$ cat src/verilog/cgo_pkg.sv
package cgo_pkg;

  // ----------------------------------------
  // Widths
  // ----------------------------------------
  localparam int unsigned DATA_W   = 32;
  localparam int unsigned ADDR_W   = 8;
  localparam int unsigned REG_W    = 8;
  localparam int unsigned NUM_REGS = 15;
  localparam int unsigned IDX_W    = 4;
  localparam int unsigned NUM_CH   = 3;
  localparam int unsigned DAC_W    = 10;
  localparam int unsigned LOW_W    = 2;

  // ----------------------------------------
  // Register indices, byte address = 4 * index
  // ----------------------------------------
  localparam logic [3:0] IDX_GAIN_MODE    = 4'h0;
  localparam logic [3:0] IDX_RED_GAIN     = 4'h1;
  localparam logic [3:0] IDX_GREEN_GAIN   = 4'h2;
  localparam logic [3:0] IDX_BLUE_GAIN    = 4'h3;
  localparam logic [3:0] IDX_RED_EVEN_HI  = 4'h4;
  localparam logic [3:0] IDX_RED_EVEN_LO  = 4'h5;
  localparam logic [3:0] IDX_GRN_EVEN_HI  = 4'h6;
  localparam logic [3:0] IDX_GRN_EVEN_LO  = 4'h7;
  localparam logic [3:0] IDX_BLU_EVEN_HI  = 4'h8;
  localparam logic [3:0] IDX_BLU_EVEN_LO  = 4'h9;
  localparam logic [3:0] IDX_RED_ODD_HI   = 4'hA;
  localparam logic [3:0] IDX_RED_ODD_LO   = 4'hB;
  localparam logic [3:0] IDX_GRN_ODD_HI   = 4'hC;
  localparam logic [3:0] IDX_GRN_ODD_LO   = 4'hD;
  localparam logic [3:0] IDX_BLU_ODD_HI   = 4'hE;
  localparam int unsigned IDX_EVEN_BASE   = 4;
  localparam int unsigned IDX_ODD_BASE    = 10;

  // ----------------------------------------
  // Gain mode fields
  // ----------------------------------------
  localparam int unsigned GM_SEL_BIT   = 0;
  localparam int unsigned GM_DUAL_BIT  = 1;
  localparam int unsigned GM_INDIV_BIT = 2;
  localparam int unsigned GM_CH_LSB    = 5;

  // ----------------------------------------
  // Writable masks and reset values
  // ----------------------------------------
  localparam logic [7:0] GM_MASK   = 8'hE7;
  localparam logic [7:0] LOW_MASK  = 8'h03;
  localparam logic [7:0] FULL_MASK = 8'hFF;

  localparam logic [7:0] RST_GAIN_MODE = 8'h00;
  localparam logic [7:0] RST_PGA       = 8'h61;
  localparam logic [7:0] RST_DAC_HI    = 8'h80;
  localparam logic [7:0] RST_DAC_LO    = 8'h00;
  localparam logic [1:0] BLUE_ODD_LOW  = 2'h0;
  localparam logic [9:0] DAC_RST_CODE  = {RST_DAC_HI, 2'h0};
  localparam logic [23:0] RD_PAD       = 24'h000000;

  localparam logic [NUM_REGS-1:0][REG_W-1:0] REG_MASKS = {
    FULL_MASK, LOW_MASK, FULL_MASK, LOW_MASK, FULL_MASK,
    LOW_MASK, FULL_MASK, LOW_MASK, FULL_MASK, LOW_MASK,
    FULL_MASK, FULL_MASK, FULL_MASK, FULL_MASK, GM_MASK};

  localparam logic [NUM_REGS-1:0][REG_W-1:0] RST_VALS = {
    RST_DAC_HI, RST_DAC_LO, RST_DAC_HI, RST_DAC_LO, RST_DAC_HI,
    RST_DAC_LO, RST_DAC_HI, RST_DAC_LO, RST_DAC_HI, RST_DAC_LO,
    RST_DAC_HI, RST_PGA, RST_PGA, RST_PGA, RST_GAIN_MODE};

  // ----------------------------------------
  // Types
  // ----------------------------------------
  typedef enum logic [1:0] {ST_IDLE, ST_ACCESS} cgo_apb_st_t;

  typedef struct packed {
    logic              psel;
    logic              penable;
    logic              pwrite;
    logic [ADDR_W-1:0] paddr;
    logic [DATA_W-1:0] pwdata;
  } cgo_apb_req_t;

  typedef struct packed {
    logic [DATA_W-1:0] prdata;
    logic              pready;
    logic              pslverr;
  } cgo_apb_rsp_t;

  typedef struct packed {
    logic [NUM_CH-1:0]            cds_2x;
    logic                         dual_en;
    logic [NUM_CH-1:0][REG_W-1:0] pga;
  } cgo_gain_t;

  typedef struct packed {
    logic [NUM_CH-1:0][DAC_W-1:0] even;
    logic [NUM_CH-1:0][DAC_W-1:0] odd;
  } cgo_dac_t;

  typedef struct packed {
    cgo_apb_st_t                    st;
    logic [NUM_REGS-1:0][REG_W-1:0] regs;
    logic [IDX_W-1:0]               idx;
    logic                           hit;
    cgo_apb_rsp_t                   rsp;
    cgo_gain_t                      gain;
    cgo_dac_t                       dac;
  } cgo_state_t;

  // ----------------------------------------
  // Address decode
  // ----------------------------------------
  function automatic logic addr_hit(input logic [ADDR_W-1:0] a);
    return (a[1:0] == 2'h0) && (a[7:2] < 6'(NUM_REGS));
  endfunction

  function automatic logic [IDX_W-1:0] reg_idx(input logic [ADDR_W-1:0] a);
    return a[5:2];
  endfunction

endpackage

$ cat src/verilog/cgo_gain_sel.sv
`timescale 1ns/1ps

module cgo_gain_sel
  import cgo_pkg::*;
(
  input  wire logic [REG_W-1:0]  i_mode,
  output wire logic [NUM_CH-1:0] o_eff_2x
);

  // ----------------------------------------
  // Per-channel sampling_stage gain source
  // ----------------------------------------
  genvar ch;
  generate
    for (ch = 0; ch < NUM_CH; ch++) begin : g_ch
      assign o_eff_2x[ch] = i_mode[GM_INDIV_BIT] ? i_mode[GM_CH_LSB + ch]
                                                 : i_mode[GM_SEL_BIT];
    end
  endgenerate

endmodule

$ cat src/verilog/cgo_dac_join.sv
`timescale 1ns/1ps

module cgo_dac_join
  import cgo_pkg::*;
(
  input  wire logic [NUM_REGS-1:0][REG_W-1:0] i_regs,
  output cgo_dac_t                            o_dac
);

  wire logic [NUM_CH-1:0][DAC_W-1:0] even_w;
  wire logic [NUM_CH-1:0][DAC_W-1:0] odd_w;

  // ----------------------------------------
  // High byte is code 9:2, low byte holds 1:0
  // ----------------------------------------
  genvar ch;
  generate
    for (ch = 0; ch < NUM_CH; ch++) begin : g_ch
      localparam int unsigned EH = IDX_EVEN_BASE + 2 * ch;
      localparam int unsigned OH = IDX_ODD_BASE + 2 * ch;
      assign even_w[ch] = {i_regs[EH], i_regs[EH + 1][LOW_W-1:0]};
      if (OH + 1 < NUM_REGS) begin : g_low
        assign odd_w[ch] = {i_regs[OH], i_regs[OH + 1][LOW_W-1:0]};
      end else begin : g_nolow
        // Blue odd low bits are not held here
        assign odd_w[ch] = {i_regs[OH], BLUE_ODD_LOW};
      end
    end
  endgenerate

  assign o_dac = '{even: even_w, odd: odd_w};

endmodule

$ cat src/verilog/cgo_regs.sv
`timescale 1ns/1ps

module cgo_regs
  import cgo_pkg::*;
(
  input  wire logic         i_core_clk,
  input  wire logic         i_rst_n,
  input  wire cgo_apb_req_t i_apb,
  output cgo_apb_rsp_t      o_apb,
  output cgo_gain_t         o_gain,
  output cgo_dac_t          o_dac
);

  // ----------------------------------------
  // Reset image
  // ----------------------------------------
  localparam cgo_gain_t GAIN_RST = '{
    cds_2x:  3'h0,
    dual_en: 1'b0,
    pga:     {NUM_CH{RST_PGA}}
  };

  localparam cgo_dac_t DAC_RST = '{
    even: {NUM_CH{DAC_RST_CODE}},
    odd:  {NUM_CH{DAC_RST_CODE}}
  };

  localparam cgo_state_t ST_RST_VAL = '{
    st:   ST_IDLE,
    regs: RST_VALS,
    idx:  4'h0,
    hit:  1'b0,
    rsp:  '0,
    gain: GAIN_RST,
    dac:  DAC_RST
  };

  // ----------------------------------------
  // Signals
  // ----------------------------------------
  cgo_state_t        st_r;
  cgo_state_t        st_nxt;
  logic              setup_req;
  logic              acc_req;
  logic              wr_fire;
  logic              req_hit;
  logic [IDX_W-1:0]  req_idx;
  logic [REG_W-1:0]  mode;
  logic [NUM_CH-1:0] eff_2x;
  cgo_dac_t          dac_code;

  // ----------------------------------------
  // Bus phase decode
  // ----------------------------------------
  assign setup_req = i_apb.psel && !i_apb.penable;
  assign acc_req   = i_apb.psel && i_apb.penable && (st_r.st == ST_ACCESS);
  assign wr_fire   = acc_req && i_apb.pwrite && st_r.hit;
  assign req_hit   = addr_hit(i_apb.paddr);
  assign req_idx   = reg_idx(i_apb.paddr);
  assign mode      = st_r.regs[IDX_GAIN_MODE];

  // ----------------------------------------
  // Derived settings
  // ----------------------------------------
  cgo_gain_sel u_gain_sel (
    .i_mode   (mode),
    .o_eff_2x (eff_2x)
  );

  cgo_dac_join u_dac_join (
    .i_regs (st_r.regs),
    .o_dac  (dac_code)
  );

  // ----------------------------------------
  // Next state
  // ----------------------------------------
  always_comb begin
    st_nxt = st_r;

    st_nxt.gain.cds_2x  = eff_2x;
    st_nxt.gain.dual_en = mode[GM_DUAL_BIT];
    for (int ch = 0; ch < NUM_CH; ch++) begin
      st_nxt.gain.pga[ch] = st_r.regs[int'(IDX_RED_GAIN) + ch];
    end
    st_nxt.dac = dac_code;

    case (st_r.st)
      ST_IDLE: begin
        st_nxt.rsp = '0;
        if (setup_req) begin
          st_nxt.st          = ST_ACCESS;
          st_nxt.hit         = req_hit;
          st_nxt.idx         = req_idx;
          st_nxt.rsp.pready  = 1'b1;
          st_nxt.rsp.pslverr = !req_hit;
          if (req_hit && !i_apb.pwrite) begin
            // Reserved bits are stored as zero, so read back as zero
            st_nxt.rsp.prdata = {RD_PAD, st_r.regs[req_idx]};
          end
        end
      end
      ST_ACCESS: begin
        // Single access cycle: pready is already high here
        st_nxt.st  = ST_IDLE;
        st_nxt.rsp = '0;
        if (wr_fire) begin
          st_nxt.regs[st_r.idx] = i_apb.pwdata[REG_W-1:0]
                                  & REG_MASKS[st_r.idx];
        end
      end
      default: begin
        st_nxt = ST_RST_VAL;
      end
    endcase
  end

  // ----------------------------------------
  // State register
  // ----------------------------------------
  always_ff @(posedge i_core_clk or negedge i_rst_n) begin
    if (!i_rst_n) begin
      st_r <= ST_RST_VAL;
    end else begin
      st_r <= st_nxt;
    end
  end

  assign o_apb  = st_r.rsp;
  assign o_gain = st_r.gain;
  assign o_dac  = st_r.dac;

  // ----------------------------------------
  // Checks
  // ----------------------------------------
  logic fresh_r;

  always_ff @(posedge i_core_clk or negedge i_rst_n) begin
    if (!i_rst_n) begin
      fresh_r <= 1'b1;
    end else begin
      fresh_r <= 1'b0;
    end
  end

  gain_global_a: assert property (
    @(posedge i_core_clk) disable iff (!i_rst_n)
    !mode[GM_INDIV_BIT] |=>
      o_gain.cds_2x == {NUM_CH{$past(mode[GM_SEL_BIT])}}
  ) else $error("global gain select not applied to all channels");

  gain_indiv_a: assert property (
    @(posedge i_core_clk) disable iff (!i_rst_n)
    mode[GM_INDIV_BIT] |=>
      o_gain.cds_2x == $past(mode[7:5])
  ) else $error("per-channel gain bits not applied");

  chan_order_a: assert property (
    @(posedge i_core_clk) disable iff (!i_rst_n)
    (mode[GM_INDIV_BIT] && (mode[7] != mode[5])) |=>
      (o_gain.cds_2x[2] == $past(mode[7])) &&
      (o_gain.cds_2x[1] == $past(mode[6])) &&
      (o_gain.cds_2x[0] == $past(mode[5]))
  ) else $error("per-channel gain bit order wrong");

  dual_mode_a: assert property (
    @(posedge i_core_clk) disable iff (!i_rst_n)
    (wr_fire && (st_r.idx == IDX_GAIN_MODE)) |=> ##1
      o_gain.dual_en == $past(i_apb.pwdata[GM_DUAL_BIT], 2)
  ) else $error("dual gain enable does not follow write");

  pga_reset_a: assert property (
    @(posedge i_core_clk) disable iff (!i_rst_n)
    fresh_r |->
      (o_gain.pga == {NUM_CH{RST_PGA}}) &&
      (st_r.regs[IDX_BLUE_GAIN] == RST_PGA)
  ) else $error("channel gain reset value wrong");

  pga_write_a: assert property (
    @(posedge i_core_clk) disable iff (!i_rst_n)
    (wr_fire && (st_r.idx == IDX_GREEN_GAIN)) |=> ##1
      o_gain.pga[1] == $past(i_apb.pwdata[REG_W-1:0], 2)
  ) else $error("green gain does not follow write");

  dac_reset_a: assert property (
    @(posedge i_core_clk) disable iff (!i_rst_n)
    fresh_r |->
      (o_dac.even == {NUM_CH{DAC_RST_CODE}}) &&
      (o_dac.odd == {NUM_CH{DAC_RST_CODE}})
  ) else $error("offset code reset value wrong");

  dac_low_a: assert property (
    @(posedge i_core_clk) disable iff (!i_rst_n)
    (wr_fire && (st_r.idx == IDX_RED_EVEN_LO)) |=> ##1
      o_dac.even[0][LOW_W-1:0] == $past(i_apb.pwdata[LOW_W-1:0], 2)
  ) else $error("red even offset low bits not joined");

  dac_high_a: assert property (
    @(posedge i_core_clk) disable iff (!i_rst_n)
    (wr_fire && (st_r.idx == IDX_GRN_ODD_HI)) |=> ##1
      o_dac.odd[1][DAC_W-1:LOW_W] == $past(i_apb.pwdata[REG_W-1:0], 2)
  ) else $error("green odd offset high byte not joined");

  rsvd_read_a: assert property (
    @(posedge i_core_clk) disable iff (!i_rst_n)
    (o_apb.pready && !o_apb.pslverr) |->
      (o_apb.prdata[REG_W-1:0] & ~REG_MASKS[st_r.idx]) == 8'h00
  ) else $error("unused bits read back nonzero");

  ready_pulse_a: assert property (
    @(posedge i_core_clk) disable iff (!i_rst_n)
    o_apb.pready |=> !o_apb.pready
  ) else $error("pready held longer than one cycle");

  ready_setup_a: assert property (
    @(posedge i_core_clk) disable iff (!i_rst_n)
    (setup_req && (st_r.st == ST_IDLE)) |=> o_apb.pready
  ) else $error("no answer in the cycle after setup");

  miss_err_a: assert property (
    @(posedge i_core_clk) disable iff (!i_rst_n)
    (setup_req && (st_r.st == ST_IDLE) && !req_hit) |=>
      (o_apb.pslverr && (o_apb.prdata == 32'h00000000))
  ) else $error("unmapped access not flagged");

  // ----------------------------------------
  // Storage, readback, derived-output and bus checks
  // ----------------------------------------
  regs_hold_a: assert property (
    @(posedge i_core_clk) disable iff (!i_rst_n)
    !wr_fire |=> st_r.regs == $past(st_r.regs)
  ) else $error("register changed without an accepted write");

  low_rsvd_a: assert property (
    @(posedge i_core_clk) disable iff (!i_rst_n)
    (st_r.regs[IDX_RED_EVEN_LO][7:2] | st_r.regs[IDX_GRN_EVEN_LO][7:2] |
     st_r.regs[IDX_BLU_EVEN_LO][7:2] | st_r.regs[IDX_RED_ODD_LO][7:2] |
     st_r.regs[IDX_GRN_ODD_LO][7:2]) == 6'h00
  ) else $error("unused offset low bits stored");

  gm_rsvd_a: assert property (
    @(posedge i_core_clk) disable iff (!i_rst_n)
    mode[4:3] == 2'h0
  ) else $error("unused gain mode bits stored");

  blue_odd_low_a: assert property (
    @(posedge i_core_clk) disable iff (!i_rst_n)
    o_dac.odd[2][LOW_W-1:0] == BLUE_ODD_LOW
  ) else $error("blue odd offset low bits not fixed");

  dual_follow_a: assert property (
    @(posedge i_core_clk) disable iff (!i_rst_n)
    1'b1 |=> o_gain.dual_en == $past(mode[GM_DUAL_BIT])
  ) else $error("dual gain enable does not follow mode");

  pga_red_a: assert property (
    @(posedge i_core_clk) disable iff (!i_rst_n)
    (wr_fire && (st_r.idx == IDX_RED_GAIN)) |=> ##1
      o_gain.pga[0] == $past(i_apb.pwdata[REG_W-1:0], 2)
  ) else $error("red gain does not follow write");

  pga_blue_a: assert property (
    @(posedge i_core_clk) disable iff (!i_rst_n)
    (wr_fire && (st_r.idx == IDX_BLUE_GAIN)) |=> ##1
      o_gain.pga[2] == $past(i_apb.pwdata[REG_W-1:0], 2)
  ) else $error("blue gain does not follow write");

  dac_blue_even_a: assert property (
    @(posedge i_core_clk) disable iff (!i_rst_n)
    (wr_fire && (st_r.idx == IDX_BLU_EVEN_HI)) |=> ##1
      o_dac.even[2][DAC_W-1:LOW_W] == $past(i_apb.pwdata[REG_W-1:0], 2)
  ) else $error("blue even offset high byte not joined");

  dac_odd_low_a: assert property (
    @(posedge i_core_clk) disable iff (!i_rst_n)
    (wr_fire && (st_r.idx == IDX_RED_ODD_LO)) |=> ##1
      o_dac.odd[0][LOW_W-1:0] == $past(i_apb.pwdata[LOW_W-1:0], 2)
  ) else $error("red odd offset low bits not joined");

  mode_reset_a: assert property (
    @(posedge i_core_clk) disable iff (!i_rst_n)
    fresh_r |->
      (o_gain.cds_2x == 3'h0) && !o_gain.dual_en &&
      (mode == RST_GAIN_MODE)
  ) else $error("gain mode reset value wrong");

  err_with_ready_a: assert property (
    @(posedge i_core_clk) disable iff (!i_rst_n)
    o_apb.pslverr |-> o_apb.pready
  ) else $error("error flag without pready");

  idle_quiet_a: assert property (
    @(posedge i_core_clk) disable iff (!i_rst_n)
    (st_r.st == ST_IDLE) |-> !o_apb.pready
  ) else $error("pready high while idle");

  read_back_a: assert property (
    @(posedge i_core_clk) disable iff (!i_rst_n)
    (setup_req && (st_r.st == ST_IDLE) && req_hit && !i_apb.pwrite) |=>
      (o_apb.prdata == {RD_PAD, $past(st_r.regs[req_idx])})
  ) else $error("read data does not match register");

endmodule

$ cat config.mk
export PLATFORM = sky130hd
export DESIGN_NAME = cgo_regs
export DESIGN_NICKNAME = d
export VERILOG_FILES = /design/src/verilog/cgo_pkg.sv /design/src/verilog/cgo_gain_sel.sv /design/src/verilog/cgo_dac_join.sv /design/src/verilog/cgo_regs.sv
export SDC_FILE = /design/constraint.sdc
export NUM_CORES = 1
export LEC_CHECK = 0
export BUFFER_PORTS_ARGS = -buffer_cell sky130_fd_sc_hd__clkbuf_2
export CELL_PAD_IN_SITES_DETAIL_PLACEMENT = 1
export CELL_PAD_IN_SITES_GLOBAL_PLACEMENT = 1
export CORE_MARGIN = 5
export CORE_UTILIZATION = 49
export CTS_CLUSTER_DIAMETER = 100
export DETAILED_ROUTE_END_ITERATION = 6
export GPL_ROUTABILITY_DRIVEN = 0
export PLACE_DENSITY = 0.88
export RECOVER_POWER = 25
export REMOVE_ABC_BUFFERS = 1
export SETUP_SLACK_MARGIN = 0.1
export SYNTH_ARGS = -nofsm -noshare
export SYNTH_HDL_FRONTEND = slang
export SYNTH_SLANG_ARGS = --single-unit
$ cat constraint.sdc
create_clock -name i_core_clk -period 4.1 [get_ports i_core_clk]
set_clock_uncertainty 0.05 [all_clocks]
set_input_delay 0.615 -clock i_core_clk [delete_from_list [all_inputs] [get_ports i_core_clk]]
set_output_delay 0.615 -clock i_core_clk [all_outputs]
set_load 0.005 [all_outputs]
==> results.txt <==
The worst hold path was traced through 2 stages. In this run the worst setup path terminates at st_r[177]. Headroom to the max-slew limit came out at -77.86%. The sink count of the clock tree was 222; the buffering stage count on the worst path with inverters included was 1. The portion of the post-synthesis area used by sequential elements came out at 60.82%. Across the VDD grid, the largest voltage drop is 0.0002420 V. The effective utilization at floorplan was 49.49%. The post-CTS setup buffer count was 0; the number of buffer cells added on primary ports was 116. The max-slew violation count is 110. After floorplanning, the core was divided into 50 placement rows. The logs give 490 ps for the clock insertion delay at the later pin of the skew report and 389.7 MHz for the maximum clock frequency.

After layout, the worst setup slack is 1534 ps. For this run, design rule violations remaining after detail routing come to 0. The synthesized netlist occupies a cell area of 9196 um^2.

Of the available clock period, the critical path in the final layout requires 62.58%. The worst register-to-register path begins at st_r[124]. In this run the register-to-register setup slack is 1820 ps. The tools report the clock power share as 45.0%.

The worst setup path is of the primary input to async pin kind. The logs give 1 for the number of maximum-capacitance violations and 1 for the H-tree depth reported by CTS. Among all flip-flop cells after synthesis, the most frequent one is sky130_fd_sc_hd__dfrtp_1. In this run, synthesis inferred 0 flip-flops with an integrated enable. For the pin with the worst max-slew slack, the measured transition is 2668 ps. In this run the remaining antenna-violating nets after routing total 0. The first global-routing pass estimated 31550 um of wire. Compared with the post-synthesis result, the final layout area differs by 7.537%. The logs give 2656 um^2 for the multi-input logic area and 5367 for the number of global-route vias before repair.

The wire-length estimate of the detail-placed layout is 13330 um. In this run, the combinational gates consume 4.3% of the power. Global routing consumed, over all layers together, 18.41% of the routing resources.

The flow ran to the end, but the final reports show violations. The run gives 0 as the number of antenna violations at the first check in global routing. In this run the worst path has a maximum fanout of 110.

Among cell families on the critical path, the largest total delay comes from buffers and inverters. The final reports fail on max-capacitance violations, max-slew violations. The number of nets in the final layout is 686. TritonCTS built the clock tree. After floorplanning, the core was sized to cover 18580 um^2. The synthesized design contains 222 register bits. The number of buffers on the longest clock path was 3. For this run the aggregate overflow at the end of global routing stands at 0. After detailed routing, the number of vias per cell comes to 5.253. The number of antenna diodes in the final layout is 0. In this run, flip-flops and latches consume 50.7% of the power. The synthesized netlist contains 37 unique library cells.

Clock root buffer: sky130_fd_sc_hd__clkbuf_16. On the worst path, the slowest cell contributes a delay of 1810 ps. Number of hold-repair buffers added at the cts stage: 0. The worst setup path is launched from a primary input. The number of cells on the worst reg-to-reg path is 3. Of the total power, the share spent switching nets is 22.22%.

The count of cell instances traversed by the critical path is 1. Summed over all instances, the cell type with the most area after synthesis is sky130_fd_sc_hd__dfrtp_1. The width of the die was 147.0 um; the average cell area after synthesis was 14.90 um^2. Summed over all layers, the routed wires come to 19560 um. The tightest min-delay check is of the primary input to flip-flop type.

In the final timing run, aggregate negative setup slack is 0 ps. For this run, the detailed router's first-pass iteration total came to 4. The worst-case setup slack after placement is 1275 ps. The tools report the data required time at the worst endpoint as 4070 ps. The run gives 0 as the final count of negative-setup-slack endpoints. Clock-pin slew was measured on the worst setup and hold paths at 60 ps. The tools report the post-CTS resize count as 0.

In this run the critical register-to-register path is captured at st_r[144]. The most common cell in the synthesized netlist is sky130_fd_sc_hd__dfrtp_1. Data on the critical path arrives at its endpoint at 2540 ps. The standard cell area after detailed placement is 9181 um^2. In this run the power spent charging and discharging nets is 0.9812 mW.

The final critical path time including I/O delays and setup is 2566 ps, and the die extent in y is 147.0 um. Entering global routing, the biggest net connects 111 pins. Cell internal power was estimated by the tool at 3.435 mW.

For this design the static power due to leakage is 5.095 nW. Power density over the cells: 446.5 nW/um^2. The fraction of final layout cells sized beyond drive strength 1 is 45.88%.

Beginning of the critical path: i_rst_n. The number of endpoints with negative hold slack in the final report came out at 0. The tools report the die area as 21610 um^2.

Summed over its instances, the top area cell type makes up 52.24% of the synthesized netlist area. In this run the count of I/O pins placed on the die edge is 167. The tools report the fill cell instance count of the final layout as 1794.

After synthesis, the most frequently instantiated cells are sky130_fd_sc_hd__dfrtp_1 (192), sky130_fd_sc_hd__buf_4 (128), sky130_fd_sc_hd__mux2_2 (87). The tools report the post-route worst hold slack as 310.9 ps. Setup repair after global routing left no endpoint under its margin. The run gives 4675 as the routed via count.

Once layout is done, the placed cells without fillers occupy 9889 um^2. In the final layout, flip-flops and latches occupy 5593 um^2. Ranked by total cell area, the synthesized netlist is headed by sky130_fd_sc_hd__dfrtp_1 (52%), sky130_fd_sc_hd__mux2_2 (11%), sky130_fd_sc_hd__buf_4 (10%), sky130_fd_sc_hd__dfstp_2 (8.6%), sky130_fd_sc_hd__mux4_2 (5.9%).

The tools report the total chip power as 4.416 mW. The cell type of the slowest stage on the worst timing path was sky130_fd_sc_hd__clkbuf_2. Synthesis handed over a netlist of 617 instances.

The final routed wire length divided by cell count came out at 21.98 um. The tools report the endpoint kind of the worst setup timing path as an async pin. The proportion of register bits with asynchronous set or reset after synthesis came out at 100.0%. For the number of synthesis warnings, the log shows 0.

The CTS buffer count is 23. The iteration-0 DRC count of the detailed router came out at 256. The critical path goes through clkbuf_2.
-- per-layer routing --
layer	track usage [%]	part of all wire [%]	vias up
li1	-	-	2019
met1	24.51	42	2501
met2	31.85	52	133
met3	3.393	4.6	22
met4	4.007	1.5	0
met5	0	0	-
-- power by group through the flow --
stage / logic, mW / registers [mW] / clock network, mW
2_1_floorplan: 0.0722 / 2.27 / 0
3_5_place_dp: 0.192 / 2.28 / 0
4_1_cts: 0.193 / 2.24 / 2.04
6_report: 0.189 / 2.24 / 1.99
5_1_grt: 0.211 / 2.24 / 2.14
3_3_place_gp: 0.181 / 2.28 / 0
-- worst min-delay path by stage --
| stage | end | slack (ps) | startpoint |
|---|---|---|---|
| floorplan | mode[0] | 270 | i_rst_n |
| global placement | o_dac[59] | 310 | st_r[198] |
| detailed placement | o_gain[0] | 310 | st_r[135] |
| CTS | o_dac[12] | 200 | i_rst_n |
| global route | st_r[247] | 300 | i_apb[41] |
| finish | st_r[247] | 310 | i_apb[41] |
-- logic make-up after synthesis --
kind of cell           Yosys count  synth area share (%)
AOI/OAI and AO/OA               21                 1.306
DFF                            222                 60.82
other                            1               0.04078
and+or+nand+nor                 87                 6.803
muxes                          139                 19.71
buffers and inverters          147                 11.32
-- layout make-up --
class,instances,share of cell area (%)
multi-input cells,273,26.86
clock inverters,6,0.6073
well taps,234,2.961
repair buffers,121,6.377
flip-flops and latches,222,56.55
clock buffers,34,6.642
-- registers in the layout, indices dropped and copies added (netlist names) --
signal	cells
st_r	118
o_dac	58
o_gain	28
o_apb	10
mode	8
-- metrics by stage --
stage / instances / utilization, %
after floorplan: 495 / -
after global placement: 850 / 49.41
after detailed placement: 850 / 49.41
after CTS: 890 / 53.27
after global routing: 890 / 53.23
final: 890 / 53.23
-- cell usage in the layout, fill, tap and decap left out, drive strengths merged --
master    instances
and4              2
a31oi             1
nor2              2
dfrtp           192
mux4             24
clkinvlp          2
conb             26
o21ai            11
and4b             2
mux2i            24
dfstp            30
buf               5
and3              1
nand3             5
nor2b             6
or4               1
mux2             91
a41oi             1
nand3b            8
and2             32
bufinv            1
nor3b             3
clkinv            3
o22ai             8
nand2b            2
clkbuf          150
and2b             1
nand4             1
nand2            21
No activity file was read; power rests on OpenSTA's default activity.
